===== config.mk =====
export PLATFORM = sky130hd
export DESIGN_NAME = dif_top
export DESIGN_NICKNAME = d
export VERILOG_FILES = /design/src/design/dif_pkg.sv /design/src/design/dif_top.sv
export VERILOG_INCLUDE_DIRS = /design/src /design/src/design
export SDC_FILE = /design/constraint.sdc
export NUM_CORES = 1
export LEC_CHECK = 0
export BUFFER_PORTS_ARGS = -buffer_cell sky130_fd_sc_hd__buf_2
export CAP_MARGIN = 20
export CORE_AREA = 4 4 200 202
export CTS_BUF_LIST = sky130_fd_sc_hd__clkbuf_2 sky130_fd_sc_hd__clkbuf_4 sky130_fd_sc_hd__clkbuf_8
export DETAILED_ROUTE_END_ITERATION = 6
export DIE_AREA = 0 0 204 206
export PLACE_DENSITY = 0.84
export SLEW_MARGIN = 15
export SYNTH_ARGS = -nofsm -noshare
export SYNTH_HDL_FRONTEND = slang
export SYNTH_SLANG_ARGS = --single-unit

===== constraint.sdc =====
create_clock -name sys_clk -period 20.7 [get_ports sys_clk]
set_clock_uncertainty 0.2 [all_clocks]
set_input_delay 1.035 -clock sys_clk [delete_from_list [all_inputs] [get_ports sys_clk]]
set_output_delay 1.035 -clock sys_clk [all_outputs]
set_load 0.02 [all_outputs]

===== src/design/dif_cfg.svh =====
// Constants for the digital input function logic
`ifndef DIF_CFG_SVH
`define DIF_CFG_SVH
// Register byte offsets
`define DIF_OFS_CTRL    8'h00
`define DIF_OFS_FSEL_LO 8'h04
`define DIF_OFS_FSEL_HI 8'h08
`define DIF_OFS_JOG     8'h0C
`define DIF_OFS_TRIM    8'h10
`define DIF_OFS_LOWER   8'h14
`define DIF_OFS_TON     8'h18
`define DIF_OFS_TOFF    8'h1C
`define DIF_OFS_FSTDEC  8'h20
`define DIF_OFS_SPDREF  8'h24
`define DIF_OFS_STATUS  8'h28
`define DIF_OFS_SPEED   8'h2C
// Control register fields
`define DIF_CTRL_SRC    0
`define DIF_CTRL_MEM    1
`define DIF_CTRL_REV_LO 2
`define DIF_CTRL_STP_LO 4
`define DIF_CTRL_PI     6
// Reset values
`define DIF_CTRL_RST    7'h01
`define DIF_FSEL_RST    32'h0F0F0F0F
// Input function codes
`define DIF_FN_RAMPHOLD 8'h0A
`define DIF_FN_UP       8'h10
`define DIF_FN_DOWN     8'h11
`define DIF_FN_FJOG     8'h12
`define DIF_FN_RJOG     8'h13
`define DIF_FN_FRESET   8'h14
`define DIF_FN_FS_NO    8'h15
`define DIF_FN_FS_NC    8'h17
`define DIF_FN_TIMER    8'h18
`define DIF_FN_PIDIS    8'h19
`define DIF_FN_LOCK     8'h1B
`define DIF_FN_TRIM_UP  8'h1C
`define DIF_FN_TRIM_DN  8'h1D
`define DIF_FN_SH       8'h1E
`define DIF_FN_EXT_HI   4'h2
// Timing
`define DIF_CLK_NS      100
`define DIF_MS_NS       1000000
`define DIF_JOG_MS      16'd500
`define DIF_SH_MS       16'd100
// Marks a valid retained up/down memory
`define DIF_NV_TAG      8'hA5
`endif


===== src/design/dif_pkg.sv =====
// Types for the digital input function logic
package dif_pkg;
   typedef enum logic [1:0] {STOP_DECEL, STOP_COAST, STOP_FAST,
                             STOP_NONE} dif_stop_t;
   typedef enum logic [1:0] {FSRC_NONE, FSRC_JOG, FSRC_EXT} dif_fsrc_t;
   typedef struct packed {
      logic        run;
      logic        rev;
      logic        fast_decel;
      dif_stop_t   stop_mode;
      logic [15:0] speed;
   } dif_cmd_t;
   typedef struct packed {
      logic        latched;
      logic        minor;
      logic        conflict;
      dif_fsrc_t   source;
      logic [2:0]  terminal;
      logic [7:0]  code;
   } dif_fault_t;
endpackage : dif_pkg


===== src/design/dif_top.sv =====
// Digital input function logic with AHB-Lite register slave
//
// Contract
// - No memory: fresh run ramps to lower limit
// - Memory on: fresh run resumes last up/down speed
// - Memory on: up/down without run resets store
// - Up/down inactive when keypad is speed source
// - Jog beats the up/down speed command
// - Jog inputs run at jog speed, own direction
// - Jog overrides all; reverse jog obeys inhibit; here a latched fault or fast stop still blocks jog
// - Both jogs 500 ms raise external fault
// - Fault closes contact, decelerates unless method chosen
// - Fault clears after run off, by reset
// - Fast stop decelerates with fast stop time
// - Fast stop blocks run until run recycled
// - Timer output follows on and off delays
// - PI disable input bypasses PI control
// - Lockout rejects writes except speed command
// - Lone trim code flags configuration conflict
// - Trim adds or subtracts step while held
// - Sample-hold held 100 ms captures analog
// - Sample-hold with ramp hold, up/down, trim conflicts
// - Power cycle clears sampled reference to zero
// - Codes 20 to 2F are external faults
// - Up/down run starts at the lower limit, or at the stored speed with memory on
// - Up and down equal leaves speed unchanged
//
// The AHB-Lite slave port and the placing of the registers were left to the implementer.
`timescale 1ns/1ps
`default_nettype none
`include "dif_cfg.svh"
module dif_top #(
   parameter int MS_CYC = `DIF_MS_NS / `DIF_CLK_NS
) (
   input  wire logic              sys_clk,
   input  wire logic              sys_rst,
   input  wire logic              hsel,
   input  wire logic [31:0]       haddr,
   input  wire logic [1:0]        htrans,
   input  wire logic              hwrite,
   input  wire logic [2:0]        hsize,
   input  wire logic [31:0]       hwdata,
   input  wire logic              hready,
   output logic [31:0]            hrdata,
   output logic                   hreadyout,
   output logic                   hresp,
   input  wire logic [7:0]        contact_in,
   input  wire logic              run_term_in,
   input  wire logic              kp_run_in,
   input  wire logic              kp_reset_in,
   input  wire logic [15:0]       analog_in,
   output dif_pkg::dif_cmd_t      drive_cmd,
   output dif_pkg::dif_fault_t    fault_stat,
   output logic                   fault_contact,
   output logic                   timer_out,
   output logic                   pi_active,
   output logic [15:0]            fast_stop_decel_time
);
   import dif_pkg::*;

   // Mask of inputs whose function select equals a code
   function automatic logic [7:0] has_code(input logic [63:0] sel,
                                           input logic [7:0]  code);
      logic [7:0] m;
      m = 8'h00;
      for (int i = 0; i < 8; i++) begin
         m[i] = (sel[i*8 +: 8] == code);
      end
      return m;
   endfunction : has_code

   // Registers
   logic [6:0]  ctrl_r;
   logic [63:0] fsel_r;
   logic [15:0] jog_r, trim_r, lower_r, ton_r, toff_r, fstdec_r, spdref_r;
   logic        wr_pend_r;
   logic [7:0]  wr_addr_r, rd_addr_r;
   logic [10:0] sy1_r, sy2_r;
   logic [15:0] ms_cnt_r;
   logic [15:0] jb_cnt_r, sh_cnt_r, ton_cnt_r, toff_cnt_r;
   logic        run_q_r, fs_blk_r, sh_done_r, sh_valid_r, timer_r;
   logic [15:0] mop_r, sh_ref_r, speed_r;
   logic [15:0] nv_mem_r;
   logic [7:0]  nv_tag_r;
   logic        run_r, rev_r;
   dif_fault_t  flt_r;
   dif_stop_t   fstop_r;

   // Synchronised contacts and keypad levels
   wire [7:0]  cin   = sy2_r[7:0];
   wire        run_t = sy2_r[8];
   wire        kp_rn = sy2_r[9];
   wire        kp_rs = sy2_r[10];
   wire        src_t = ctrl_r[`DIF_CTRL_SRC];
   wire        mem_en = ctrl_r[`DIF_CTRL_MEM];
   wire        rev_dis = ctrl_r[`DIF_CTRL_REV_LO];
   wire [1:0]  stp_sel = ctrl_r[`DIF_CTRL_STP_LO +: 2];
   wire        ms_tick = (ms_cnt_r == 16'(MS_CYC - 1));

   // Function decode per code
   wire [7:0] m_up   = has_code(fsel_r, `DIF_FN_UP);
   wire [7:0] m_dn   = has_code(fsel_r, `DIF_FN_DOWN);
   wire [7:0] m_fj   = has_code(fsel_r, `DIF_FN_FJOG);
   wire [7:0] m_rj   = has_code(fsel_r, `DIF_FN_RJOG);
   wire [7:0] m_rst  = has_code(fsel_r, `DIF_FN_FRESET);
   wire [7:0] m_fsno = has_code(fsel_r, `DIF_FN_FS_NO);
   wire [7:0] m_fsnc = has_code(fsel_r, `DIF_FN_FS_NC);
   wire [7:0] m_tmr  = has_code(fsel_r, `DIF_FN_TIMER);
   wire [7:0] m_pid  = has_code(fsel_r, `DIF_FN_PIDIS);
   wire [7:0] m_lock = has_code(fsel_r, `DIF_FN_LOCK);
   wire [7:0] m_tu   = has_code(fsel_r, `DIF_FN_TRIM_UP);
   wire [7:0] m_td   = has_code(fsel_r, `DIF_FN_TRIM_DN);
   wire [7:0] m_sh   = has_code(fsel_r, `DIF_FN_SH);
   wire [7:0] m_rh   = has_code(fsel_r, `DIF_FN_RAMPHOLD);

   // External fault terminals, one decoder per input
   logic [7:0] ext_maj, ext_min;
   genvar g;
   generate
      for (g = 0; g < 8; g++) begin : g_ext
         wire [7:0] c  = fsel_r[g*8 +: 8];
         wire       hit = (c[7:4] == `DIF_FN_EXT_HI) && (cin[g] ^ c[0])
                          && (!c[1] || run_r);
         assign ext_maj[g] = hit && (c[3:2] != 2'b11);
         assign ext_min[g] = hit && (c[3:2] == 2'b11);
      end
   endgenerate

   // Lowest-numbered major external fault
   logic [2:0] ext_term;
   always_comb begin
      ext_term = 3'd0;
      for (int i = 7; i >= 0; i--) begin
         if (ext_maj[i]) begin
            ext_term = 3'(i);
         end
      end
   end
   wire [7:0] ext_code = fsel_r[ext_term*8 +: 8];

   // Configuration conflicts
   wire has_up = |m_up;
   wire has_dn = |m_dn;
   wire has_tu = |m_tu;
   wire has_td = |m_td;
   wire has_sh = |m_sh;
   wire conflict = (has_up ^ has_dn) || (has_tu ^ has_td)
                   || ((has_up || has_dn) && (|m_rh))
                   || (has_sh && ((|m_rh) || has_up || has_dn
                                  || has_tu || has_td));

   // Input levels per function
   wire up_c   = |(m_up & cin);
   wire dn_c   = |(m_dn & cin);
   wire fj_c   = |(m_fj & cin);
   wire rj_c   = |(m_rj & cin);
   wire fs_act = (|(m_fsno & cin)) || (|(m_fsnc & ~cin));
   wire tmr_c  = |(m_tmr & cin);
   wire lock_c = |(m_lock & cin);
   wire tu_c   = |(m_tu & cin);
   wire td_c   = |(m_td & cin);
   wire sh_c   = |(m_sh & cin);
   wire rst_c  = |(m_rst & cin);

   // Run request and jog
   wire run_req = run_t || kp_rn;
   wire rj_ok   = rj_c && !rev_dis;
   wire jog_act = fj_c || rj_ok;
   wire mop_on  = has_up && has_dn && src_t && !conflict;
   wire run_ok  = !flt_r.latched && !fs_blk_r && !fs_act;
   wire run_nxt = run_ok && (run_req || jog_act);
   wire fresh   = run_req && !run_q_r;
   wire nv_ok   = (nv_tag_r == `DIF_NV_TAG);
   wire jb_flt  = (jb_cnt_r > `DIF_JOG_MS);

   // Base speed selection
   logic [15:0] base_spd;
   always_comb begin
      if (jog_act) begin
         base_spd = jog_r;
      end else if (has_sh && !conflict) begin
         base_spd = sh_ref_r;
      end else if (mop_on) begin
         base_spd = mop_r;
      end else if (src_t) begin
         base_spd = analog_in;
      end else begin
         base_spd = spdref_r;
      end
   end

   wire trim_on = has_tu && has_td && src_t && !conflict && !jog_act;
   wire [16:0] up_sum = {1'b0, base_spd} + {1'b0, trim_r};
   wire [15:0] spd_nxt =
      (trim_on && tu_c && !td_c) ? (up_sum[16] ? 16'hFFFF : up_sum[15:0]) :
      (trim_on && td_c && !tu_c) ?
         ((base_spd > trim_r) ? base_spd - trim_r : 16'h0000) : base_spd;

   // Input synchronisers
   // two flop sync
   always_ff @(posedge sys_clk or posedge sys_rst) begin
      if (sys_rst) begin
         sy1_r <= 11'h000;
         sy2_r <= 11'h000;
      end else begin
         sy1_r <= {kp_reset_in, kp_run_in, run_term_in, contact_in};
         sy2_r <= sy1_r;
      end
   end

   // Millisecond tick and hold counters
   always_ff @(posedge sys_clk or posedge sys_rst) begin
      if (sys_rst) begin
         ms_cnt_r   <= 16'h0000;
         jb_cnt_r   <= 16'h0000;
         sh_cnt_r   <= 16'h0000;
         ton_cnt_r  <= 16'h0000;
         toff_cnt_r <= 16'h0000;
      end else begin
         ms_cnt_r <= ms_tick ? 16'h0000 : ms_cnt_r + 16'h0001;
         jb_cnt_r <= !(fj_c && rj_c) ? 16'h0000 :
                     (ms_tick && !jb_flt) ? jb_cnt_r + 16'h0001 : jb_cnt_r;
         sh_cnt_r <= !sh_c ? 16'h0000 :
                     (ms_tick && sh_cnt_r != 16'hFFFF) ?
                        sh_cnt_r + 16'h0001 : sh_cnt_r;
         ton_cnt_r <= !tmr_c ? 16'h0000 :
                      (ms_tick && ton_cnt_r != 16'hFFFF) ?
                         ton_cnt_r + 16'h0001 : ton_cnt_r;
         toff_cnt_r <= tmr_c ? 16'h0000 :
                       (ms_tick && toff_cnt_r != 16'hFFFF) ?
                          toff_cnt_r + 16'h0001 : toff_cnt_r;
      end
   end

   // Timer output, fast stop block and sample-hold
   always_ff @(posedge sys_clk or posedge sys_rst) begin
      if (sys_rst) begin
         timer_r    <= 1'b0;
         fs_blk_r   <= 1'b0;
         sh_done_r  <= 1'b0;
         sh_valid_r <= 1'b0;
         sh_ref_r   <= 16'h0000;
         run_q_r    <= 1'b0;
      end else begin
         run_q_r <= run_req;
         if (tmr_c && ton_cnt_r >= ton_r) begin
            timer_r <= 1'b1;
         end else if (!tmr_c && toff_cnt_r >= toff_r) begin
            timer_r <= 1'b0;
         end
         if (fs_act) begin
            fs_blk_r <= 1'b1;
         end else if (!run_req) begin
            fs_blk_r <= 1'b0;
         end
         sh_done_r <= sh_c && (sh_done_r || sh_cnt_r > `DIF_SH_MS);
         if (sh_c && !sh_done_r && sh_cnt_r > `DIF_SH_MS) begin
            sh_ref_r   <= analog_in;
            sh_valid_r <= 1'b1;
         end
      end
   end

   // Up/down speed and its retained memory
   always_ff @(posedge sys_clk or posedge sys_rst) begin
      if (sys_rst) begin
         mop_r <= 16'h0000;
      end else if (mop_on && fresh) begin
         mop_r <= (mem_en && nv_ok && nv_mem_r > lower_r) ?
                  nv_mem_r : lower_r;
      end else if (mop_on && run_r && ms_tick) begin
         if (up_c && !dn_c && mop_r != 16'hFFFF) begin
            mop_r <= mop_r + 16'h0001;
         end else if (dn_c && !up_c && mop_r > lower_r) begin
            mop_r <= mop_r - 16'h0001;
         end
      end
   end

   // Retained store survives reset to emulate power loss memory
   always_ff @(posedge sys_clk) begin
      if (mop_on && mem_en && !run_req && (up_c || dn_c)) begin
         nv_mem_r <= lower_r;
         nv_tag_r <= `DIF_NV_TAG;
      end else if (mop_on && run_r && run_req) begin
         nv_mem_r <= mop_r;
         nv_tag_r <= `DIF_NV_TAG;
      end
   end

   // Fault latch and drive command
   always_ff @(posedge sys_clk or posedge sys_rst) begin
      if (sys_rst) begin
         flt_r   <= '0;
         fstop_r <= STOP_COAST;
         run_r   <= 1'b0;
         rev_r   <= 1'b0;
         speed_r <= 16'h0000;
      end else begin
         run_r   <= run_nxt;
         rev_r   <= rj_ok && !fj_c;
         speed_r <= spd_nxt;
         flt_r.conflict <= conflict;
         flt_r.minor    <= |ext_min;
         if (jb_flt) begin
            flt_r.latched <= 1'b1;
            flt_r.source  <= FSRC_JOG;
            fstop_r       <= dif_stop_t'(stp_sel);
         end else if (|ext_maj) begin
            flt_r.latched  <= 1'b1;
            flt_r.source   <= FSRC_EXT;
            flt_r.terminal <= ext_term;
            flt_r.code     <= ext_code;
            fstop_r        <= dif_stop_t'(ext_code[3:2]);
         end else if (flt_r.latched && !run_req && (kp_rs || rst_c)) begin
            flt_r.latched <= 1'b0;
            flt_r.source  <= FSRC_NONE;
         end
      end
   end

   // Drive command outputs
   // fault stop method
   assign drive_cmd.stop_mode  = flt_r.latched ? fstop_r :
                                 (fs_blk_r ? STOP_FAST :
                                  dif_stop_t'(stp_sel));
   assign drive_cmd.run        = run_r;
   assign drive_cmd.rev        = rev_r;
   assign drive_cmd.fast_decel = fs_blk_r && !flt_r.latched;
   assign drive_cmd.speed      = speed_r;
   assign fault_stat           = flt_r;
   assign fault_contact        = flt_r.latched;
   assign timer_out            = timer_r;
   assign pi_active            = ctrl_r[`DIF_CTRL_PI] && !(|(m_pid & cin));
   assign fast_stop_decel_time = fstdec_r;

   // AHB-Lite slave: zero wait states, always OKAY
   wire acc = hsel && hready && htrans[1];
   wire wr_ok = wr_pend_r && (!lock_c || wr_addr_r == `DIF_OFS_SPDREF);
   assign hreadyout = 1'b1;
   assign hresp     = 1'b0;

   always_ff @(posedge sys_clk or posedge sys_rst) begin
      if (sys_rst) begin
         wr_pend_r <= 1'b0;
         wr_addr_r <= 8'h00;
         rd_addr_r <= 8'hFF;
      end else begin
         wr_pend_r <= acc && hwrite && (haddr[31:8] == 24'h000000);
         wr_addr_r <= haddr[7:0];
         rd_addr_r <= (acc && !hwrite && haddr[31:8] == 24'h000000) ?
                      haddr[7:0] : 8'hFF;
      end
   end

   always_ff @(posedge sys_clk or posedge sys_rst) begin
      if (sys_rst) begin
         ctrl_r   <= `DIF_CTRL_RST;
         fsel_r   <= {`DIF_FSEL_RST, `DIF_FSEL_RST};
         jog_r    <= 16'h0000;
         trim_r   <= 16'h0000;
         lower_r  <= 16'h0000;
         ton_r    <= 16'h0000;
         toff_r   <= 16'h0000;
         fstdec_r <= 16'h0000;
         spdref_r <= 16'h0000;
      end else if (wr_ok) begin
         unique case (wr_addr_r)
            `DIF_OFS_CTRL:    ctrl_r          <= hwdata[6:0];
            `DIF_OFS_FSEL_LO: fsel_r[31:0]    <= hwdata;
            `DIF_OFS_FSEL_HI: fsel_r[63:32]   <= hwdata;
            `DIF_OFS_JOG:     jog_r           <= hwdata[15:0];
            `DIF_OFS_TRIM:    trim_r          <= hwdata[15:0];
            `DIF_OFS_LOWER:   lower_r         <= hwdata[15:0];
            `DIF_OFS_TON:     ton_r           <= hwdata[15:0];
            `DIF_OFS_TOFF:    toff_r          <= hwdata[15:0];
            `DIF_OFS_FSTDEC:  fstdec_r        <= hwdata[15:0];
            `DIF_OFS_SPDREF:  spdref_r        <= hwdata[15:0];
            default: ;
         endcase
      end
   end

   // Read mux on the latched address phase
   wire [31:0] status = {9'h000, flt_r.source, flt_r.code,
                         flt_r.terminal, pi_active, lock_c, fs_blk_r,
                         rev_r, run_r, timer_r, sh_valid_r, conflict,
                         flt_r.minor, flt_r.latched};
   always_comb begin
      unique case (rd_addr_r)
         `DIF_OFS_CTRL:    hrdata = {25'h0000000, ctrl_r};
         `DIF_OFS_FSEL_LO: hrdata = fsel_r[31:0];
         `DIF_OFS_FSEL_HI: hrdata = fsel_r[63:32];
         `DIF_OFS_JOG:     hrdata = {16'h0000, jog_r};
         `DIF_OFS_TRIM:    hrdata = {16'h0000, trim_r};
         `DIF_OFS_LOWER:   hrdata = {16'h0000, lower_r};
         `DIF_OFS_TON:     hrdata = {16'h0000, ton_r};
         `DIF_OFS_TOFF:    hrdata = {16'h0000, toff_r};
         `DIF_OFS_FSTDEC:  hrdata = {16'h0000, fstdec_r};
         `DIF_OFS_SPDREF:  hrdata = {16'h0000, spdref_r};
         `DIF_OFS_STATUS:  hrdata = status;
         `DIF_OFS_SPEED:   hrdata = {16'h0000, speed_r};
         default:          hrdata = 32'h00000000;
      endcase
   end
endmodule : dif_top
`default_nettype wire


==> results of run 1 <==
==> worst min path at each step <==
stage	from	to	slack [ns]
after floorplan	sy1_r[0]$_DFF_PP0_	sy2_r[0]$_DFF_PP0_	0.13
after global placement	sy1_r[4]$_DFF_PP0_	sy2_r[4]$_DFF_PP0_	0.13
after detailed placement	sy1_r[7]$_DFF_PP0_	sy2_r[7]$_DFF_PP0_	0.14
after CTS	sy1_r[5]$_DFF_PP0_	sy2_r[5]$_DFF_PP0_	0.15
after global routing	sy1_r[4]$_DFF_PP0_	sy2_r[4]$_DFF_PP0_	0.15
final	sy1_r[5]$_DFF_PP0_	sy2_r[5]$_DFF_PP0_	0.14
==> power by group through the flow <==
stage	Combinational [mW]	Sequential, mW	Clock [mW]
finish	0.114	0.811	0.797
global route	0.124	0.810	0.838
CTS	0.113	0.809	0.802
detailed placement	0.112	0.823	0
global placement	0.109	0.822	0
floorplan	0.0678	0.814	0
==> cell usage after synthesis (54+ instances only) <==
library cell  number
ha_1             120
xor2_1            56
mux2i_1           54
nand2_1          205
mux2_2           151
nor3_1            55
nor2_1           205
nand3_1           88
o21ai_0          139
clkbuf_1         105
inv_1            123
dfrtp_1          333
a21oi_1           88
==> stage by stage <==
| step | std cells | power [mW] | worst slack [ns] |
|---|---|---|---|
| floorplan | 2534 | 0.882 | 9.12 |
| global placement | 3119 | 0.932 | 13.35 |
| detailed placement | 3120 | 0.935 | 13.26 |
| CTS | 3246 | 1.72 | 13.21 |
| global route | 3247 | 1.77 | 12.84 |
| finish | 3252 | 1.72 | 12.97 |
==> area by class of cell <==
type	count	area, um^2	share of cell area [%]
Clock buffer	108	1330	4.92
Timing Repair Buffer	219	1200	4.43
Clock inverter	18	198	0.731
Multi-Input combinational cell	1869	13300	49.1
Antenna cell	5	12.5	0.0462
Tap cell	518	648	2.40
Sequential cell	391	9920	36.7
Inverter	124	474	1.75
==> worst max-delay path: stages (launching register included) <==
cell      delay, ns
dfstp_2        0.69
nand2b_1       0.26
nor3_1         0.07
nor4_1         0.72
nand4b_1       0.28
ha_1           0.41
nor4_1         0.43
and3_1         0.22
buf_4          0.33
nand2_1        0.09
o31ai_1        0.08
o21ai_0        0.16
ha_1           0.27
fa_1           0.43
o21bai_1       0.16
a21o_1         0.17
a21oi_1        0.10
o21ai_0        0.44
a21boi_0       0.28
o21ai_0        0.33
o41ai_1        0.13
or4_1          0.72
o211a_1        0.33
a22oi_1        0.28
==> per-layer routing <==
layer  up-vias  GRT usage [%]
met5         -              0
met4         0           23.4
met3       338           10.7
met2      1524           61.2
met1     10700           53.5
li1       9558              -
==> kinds of logic after synthesis <==
group / Yosys count
fa+ha+maj: 123
mux: 213
simple gates: 888
buf+inv: 274
other cells: 2
compound gates: 550
flops: 391
xor+xnor: 93
==> reports/results.txt, run 1 <==
XOR/XNOR Fraction of Synth Area: 3.36%
final core occ: 70.7%
critical path launch point type: register
Die Height: 206 um
Post-synth EDFFs: 16
clock tree buffer depth: 3
I/O pin cnt: 191
cell area after synthesis: 24200 um^2
Crit Path Category: reg -> reg
Area contributors post-synth: dfrtp_1, mux2_2, ha_1
GPL Wtd Cong: 1.07
H-tree Lvls: 3
placed inst area: 25500 um^2
most frequent cells in the layout: dfrtp_1, nand2_1, nor2_1
max reg flops: 64
Yosys reg bits: 391
FF-to-FF End: speed_r[14]$_DFF_PP0_
first-pass GRT wire length: 130 mm
Slew Limit Fails: 0
FF-to-FF setup slack: 12.97 ns
Core ar.: 38300 um^2
GR Util All Layers: 40.6%
Placement Rows: 72
total gr overflow: 0
Slew HR: 24.7%
reg2reg start: fsel_r[57]$_DFFE_PP1P_
drt drc: 0
P_leak: 12.5 nW
Yosys cell types: 94
drt total wl: 87.1 mm
status: complete, no violations
largest net degree at the start of global routing: 165
Layout Nets: 2898
Worst EP required: 21.03 ns
DR WL met3: 10.5 mm
initial antenna violation count: 0
synthesized area per cell: 9.56 um^2
CTS tree: yes
Vias/cell: 6.81
CTS Sinks: 391
top routing layer in use: met4
Post-CTS Setup Inserts: 0
DR vias: 22100
DR pass1 iterations: 7
cell count after synthesis: 2534
switching power total: 0.451 mW
PortBufs: 184
Synth Area in Compound Gates: 15.7%
fin crit share: 37.3%
adder-cell share of the synthesized area: 6.44%
Area growth, synth to finish: 11.6%
main combinational cell family by area after synthesis: simple AND/OR/NAND/NOR gates
TritonCTS Buffers: 69
cell depth of the worst hold path: 0
Fin. Hold Viols: 0
Clock power frac: 46.3%
Synth area leader: dfrtp_1
fin crit period: 7.73 ns
RSZ-0062 raised after global routing: no
Die Width: 204 um
cell area after layout: 27100 um^2
post-synthesis net count: 2758
cell count of the worst reg-to-reg path: 23
Post-CTS Hold Fix Bufs: 0
setup TNS: 0 ns
share of flip-flops with an asynchronous set or reset: 95.9%
number of global-route vias before repair: 21400
Internal: 1.27 mW
sequential share of power: 47.1%
Max Cap Viol: 0
die area: 42000 um^2
Initial Util: 63.3%
CP Launch Point: fsel_r[57]$_DFFE_PP1P_
DRT met1 WL: 33.0 mm
Max FO, Critical Path: 32
clk root buf: clkbuf_8
Peak Freq: 129 MHz
Least-Margin Pin Slew: 1.13 ns
clk slew on worst S/H paths: 0.08 ns
Syn. warnings: 0
CP endpoint: speed_r[14]$_DFF_PP0_
switch share: 26.2%
sequential area share after synthesis: 40.9%
later-pin clock latency in the skew report: 0.66 ns
top cell type's share of synthesized area: 34.4%
Critical Path AT: 8.06 ns
fraction of synthesized area in multiplexers: 9.99%
Biggest register: fsel_r
post-detail-place hpwl: 63.8 mm
combinational power share: 6.6%
Detail Route Antenna Nets: 0
WHS: 0.141 ns
Synth Area in Simple Gates: 19.0%
initial DRC count: 2956
Worst setup EP type: register
PD cells: 63.7 nW/um^2
most common cell after layout, fill and taps aside: dfrtp_1
share of cells above drive strength 1: 22.2%
Detail Route met2 WL: 37.6 mm
Final setup viols: 0
min-delay worst type: reg -> reg
Filler Cell Count: 2820
post-CTS sizing: 0
Avg WL per Cell: 26.8 um
Post-synth top flop: dfrtp_1
Max VDD drop: 0.0000640 V
Power figures use the tool's default switching activity.
==> inputs of run 2 (changes only) <==
CORE_AREA = 4 4 202 204   (was 4 4 200 202)
DIE_AREA = 0 0 206 208   (was 0 0 204 206)
PLACE_DENSITY = 0.82   (was 0.84)
clock period = 7.65 ns   (was 20.7 ns; I/O delays follow)
==> run 2 against run 1 <==
The run now ends with DRC left. Cell count rose by 2.8%. Critical path depth fell by 1. Combinational power rose to 3.0 times the previous value. Core utilization rose by 0.36 points. Register-to-register slack got worse by 13 ns. Total power rose to 2.7 times the previous value. Sequential share of layout area fell by 1.1 points. Clock power rose to 2.7 times the previous value. Final area rose by 3.1%. Highest routed layer unchanged.
==> reports/results.txt, run 2 (synthesized netlist as in run 1, its figures left out) <==
status: finished, violations left (was complete, no violations)
failing checks: DRC
Max VDD drop: 0.000171 V (was 0.0000640 V)
fin crit share: 95.8% (was 37.3%)
Detail Route Antenna Nets: 0 (unchanged)
number of global-route vias before repair: 22500 (was 21400)
clock tree buffer depth: 3 (unchanged)
FF-to-FF End: speed_r[14]$_DFF_PP0_ (unchanged)
CTS tree: yes (unchanged)
post-CTS sizing: 0 (unchanged)
reg2reg start: fsel_r[13]$_DFFE_PP0P_ (was fsel_r[57]$_DFFE_PP1P_)
Worst setup EP type: register (unchanged)
DR pass1 iterations: 7 (unchanged)
Hold Path Origin: haddr[20] (was sy1_r[5]$_DFF_PP0_)
Fin. Hold Viols: 0 (unchanged)
Slew Limit Fails: 0 (unchanged)
Peak Freq: 136 MHz (was 129 MHz)
Max Cap Viol: 0 (unchanged)
Post-CTS Setup Inserts: 0 (unchanged)
setup TNS: 0 ns (unchanged)
switch share: 26.2% (about the same)
most common cell after layout, fill and taps aside: dfrtp_1 (unchanged)
PD cells: 168 nW/um^2 (was 63.7 nW/um^2)
max reg flops: 64 (unchanged)
clk slew on worst S/H paths: 0.07 ns (was 0.08 ns)
Die Height: 208 um (was 206 um)
TritonCTS Buffers: 69 (unchanged)
PortBufs: 184 (unchanged)
Die Width: 206 um (was 204 um)
Hold EP: rd_addr_r[3]$_DFF_PP1_ (was sy2_r[5]$_DFF_PP0_)
GPL Wtd Cong: 1.03 (was 1.07)
Final setup viols: 0 (unchanged)
Biggest register: fsel_r (unchanged)
drt drc: 3 (was 0)
die area: 42800 um^2 (was 42000 um^2)
Critical Path AT: 7.70 ns (was 8.06 ns)
Layout Nets: 2987 (was 2898)
post-detail-place hpwl: 66.7 mm (was 63.8 mm)
Max FO, Critical Path: 11 (was 32)
fin crit period: 7.33 ns (was 7.73 ns)
Avg WL per Cell: 27.6 um (was 26.8 um)
largest net degree at the start of global routing: 182 (was 165)
Internal: 3.45 mW (was 1.27 mW)
CTS Sinks: 391 (unchanged)
DR vias: 22900 (was 22100)
Worst EP required: 8.02 ns (was 21.03 ns)
cell count of the worst reg-to-reg path: 22 (was 23)
GR Util All Layers: 42.1% (was 40.6%)
clk root buf: clkbuf_8 (unchanged)
combinational power share: 7.4% (was 6.6%)
Initial Util: 61.7% (was 63.3%)
Slew HR: 23.0% (was 24.7%)
share of cells above drive strength 1: 22.1% (was 22.2%)
Clock power frac: 45.5% (was 46.3%)
ant diodes: 0 (was 5)
Detail Route met2 WL: 40.3 mm (was 37.6 mm)
P_leak: 12.9 nW (was 12.5 nW)
DRT met1 WL: 34.1 mm (was 33.0 mm)
Placement Rows: 73 (was 72)
top routing layer in use: met4 (unchanged)
first-pass GRT wire length: 138 mm (was 130 mm)
I/O pin cnt: 191 (unchanged)
Least-Margin Pin Slew: 1.15 ns (was 1.13 ns)
drt total wl: 92.2 mm (was 87.1 mm)
Vias/cell: 6.83 (was 6.81)
switching power total: 1.22 mW (was 0.451 mW)
Core ar.: 39300 um^2 (was 38300 um^2)
initial DRC count: 2873 (was 2956)
cell area after layout: 27900 um^2 (was 27100 um^2)
total gr overflow: 0 (unchanged)
critical path launch point type: register (unchanged)
sequential share of power: 47.1% (about the same)
Filler Cell Count: 2882 (was 2820)
most frequent cells in the layout: dfrtp_1, nand2_1, nor2_1 (unchanged)
Area growth, synth to finish: 15.1% (was 11.6%)
Crit Path Category: reg -> reg (unchanged)
FF-to-FF setup slack: 0.32 ns (was 12.97 ns)
H-tree Lvls: 3 (unchanged)
later-pin clock latency in the skew report: 0.66 ns (about the same)
placed inst area: 25600 um^2 (was 25500 um^2)
DR WL met3: 10.7 mm (was 10.5 mm)
min-delay worst type: in -> reg (was reg -> reg)
RSZ-0062 raised after global routing: no (unchanged)
initial antenna violation count: 0 (unchanged)
cell depth of the worst hold path: 5 (was 0)
==> run 2: changes by cell type in the layout (fill, tap and decap cells not counted), sizes merged <==
cell,previous run,this run
buf,219,233
diode,5,0
bufinv,3,2
clkbuf,108,112
clkinv,11,10
clkinvlp,3,4
inv,125,123
dlygate4sd3,0,75
==> run 2: layout make-up <==
cell class | count | area (um^2) | area share [%]
inverter | 124 | 470 | 1.69
clock buffer | 112 | 1370 | 4.90
sequential | 391 | 9920 | 35.6
tap | 525 | 657 | 2.35
clock inverter | 15 | 139 | 0.498
timing repair buffer | 308 | 2060 | 7.39
multi-input combinational | 1869 | 13300 | 47.6
==> run 2: how the worst max path moves through the flow <==
| stage | end | slack, ns | cells past startpoint | start |
|---|---|---|---|---|
| 5_1_grt | speed_r[12]$_DFF_PP0_ | 0.13 | 22 | fsel_r[13]$_DFFE_PP0P_ |
| 6_report | speed_r[14]$_DFF_PP0_ | 0.32 | 22 | fsel_r[13]$_DFFE_PP0P_ |
| 3_3_place_gp | speed_r[14]$_DFF_PP0_ | 0.56 | 22 | fsel_r[13]$_DFFE_PP0P_ |
| 2_1_floorplan | speed_r[4]$_DFF_PP0_ | 1.38 | 31 | fsel_r[13]$_DFFE_PP0P_ |
| 4_1_cts | speed_r[14]$_DFF_PP0_ | 0.54 | 22 | fsel_r[21]$_DFFE_PP0P_ |
| 3_5_place_dp | speed_r[14]$_DFF_PP0_ | 0.57 | 22 | fsel_r[21]$_DFFE_PP0P_ |
==> run 2: per-layer routing <==
metal  GRT usage [%]  vias to the layer above
li1                -                     9715
met1            54.8                    11000
met2            63.7                     1670
met3            10.7                      422
met4            24.8                        0
met5               0                        -
==> run 2: per-stage QoR <==
stage          power (mW)  util (%)  hold slack [ns]  setup slack, ns  instances
3_5_place_dp         2.54      65.2            0.140            0.570       3141
2_1_floorplan        2.39         -            0.131             1.38       2534
3_3_place_gp         2.53      65.2            0.133            0.559       3139
6_report             4.67      71.0           0.0487            0.321       3344
5_1_grt              4.80      71.0           0.0882            0.126       3344
4_1_cts              4.67      71.0           0.0110            0.541       3343
==> run 2: critical path, stage by stage (launching register included) <==
cell,delay (ns)
dfrtp_1,0.47
or4b_1,0.70
nor4_1,0.42
a311oi_1,0.14
and4_4,0.25
ha_1,0.32
nor4_1,0.41
and3_1,0.53
nand2_1,0.10
o31ai_1,0.09
o21ai_0,0.19
ha_1,0.26
fa_1,0.43
o21bai_1,0.14
a21o_1,0.16
a21oi_1,0.09
o21ai_0,0.42
a21boi_0,0.30
o21ai_0,0.31
o41ai_1,0.14
or4_1,0.69
o211a_1,0.31
a22oi_1,0.16
==> run 2: what timing repair did <==
action                                  4_1_cts  5_1_grt
hold endpoints to repair                    150        0
endpoints found under the setup margin        0        0
hold buffers                                 75        0
==> run 2: power groups by stage <==
stage | clock network [mW] | registers (mW) | logic (mW)
final | 2.13 | 2.20 | 0.345
after global routing | 2.23 | 2.20 | 0.370
after CTS | 2.13 | 2.20 | 0.336
after detailed placement | 0 | 2.23 | 0.307
after global placement | 0 | 2.23 | 0.299
after floorplan | 0 | 2.20 | 0.184
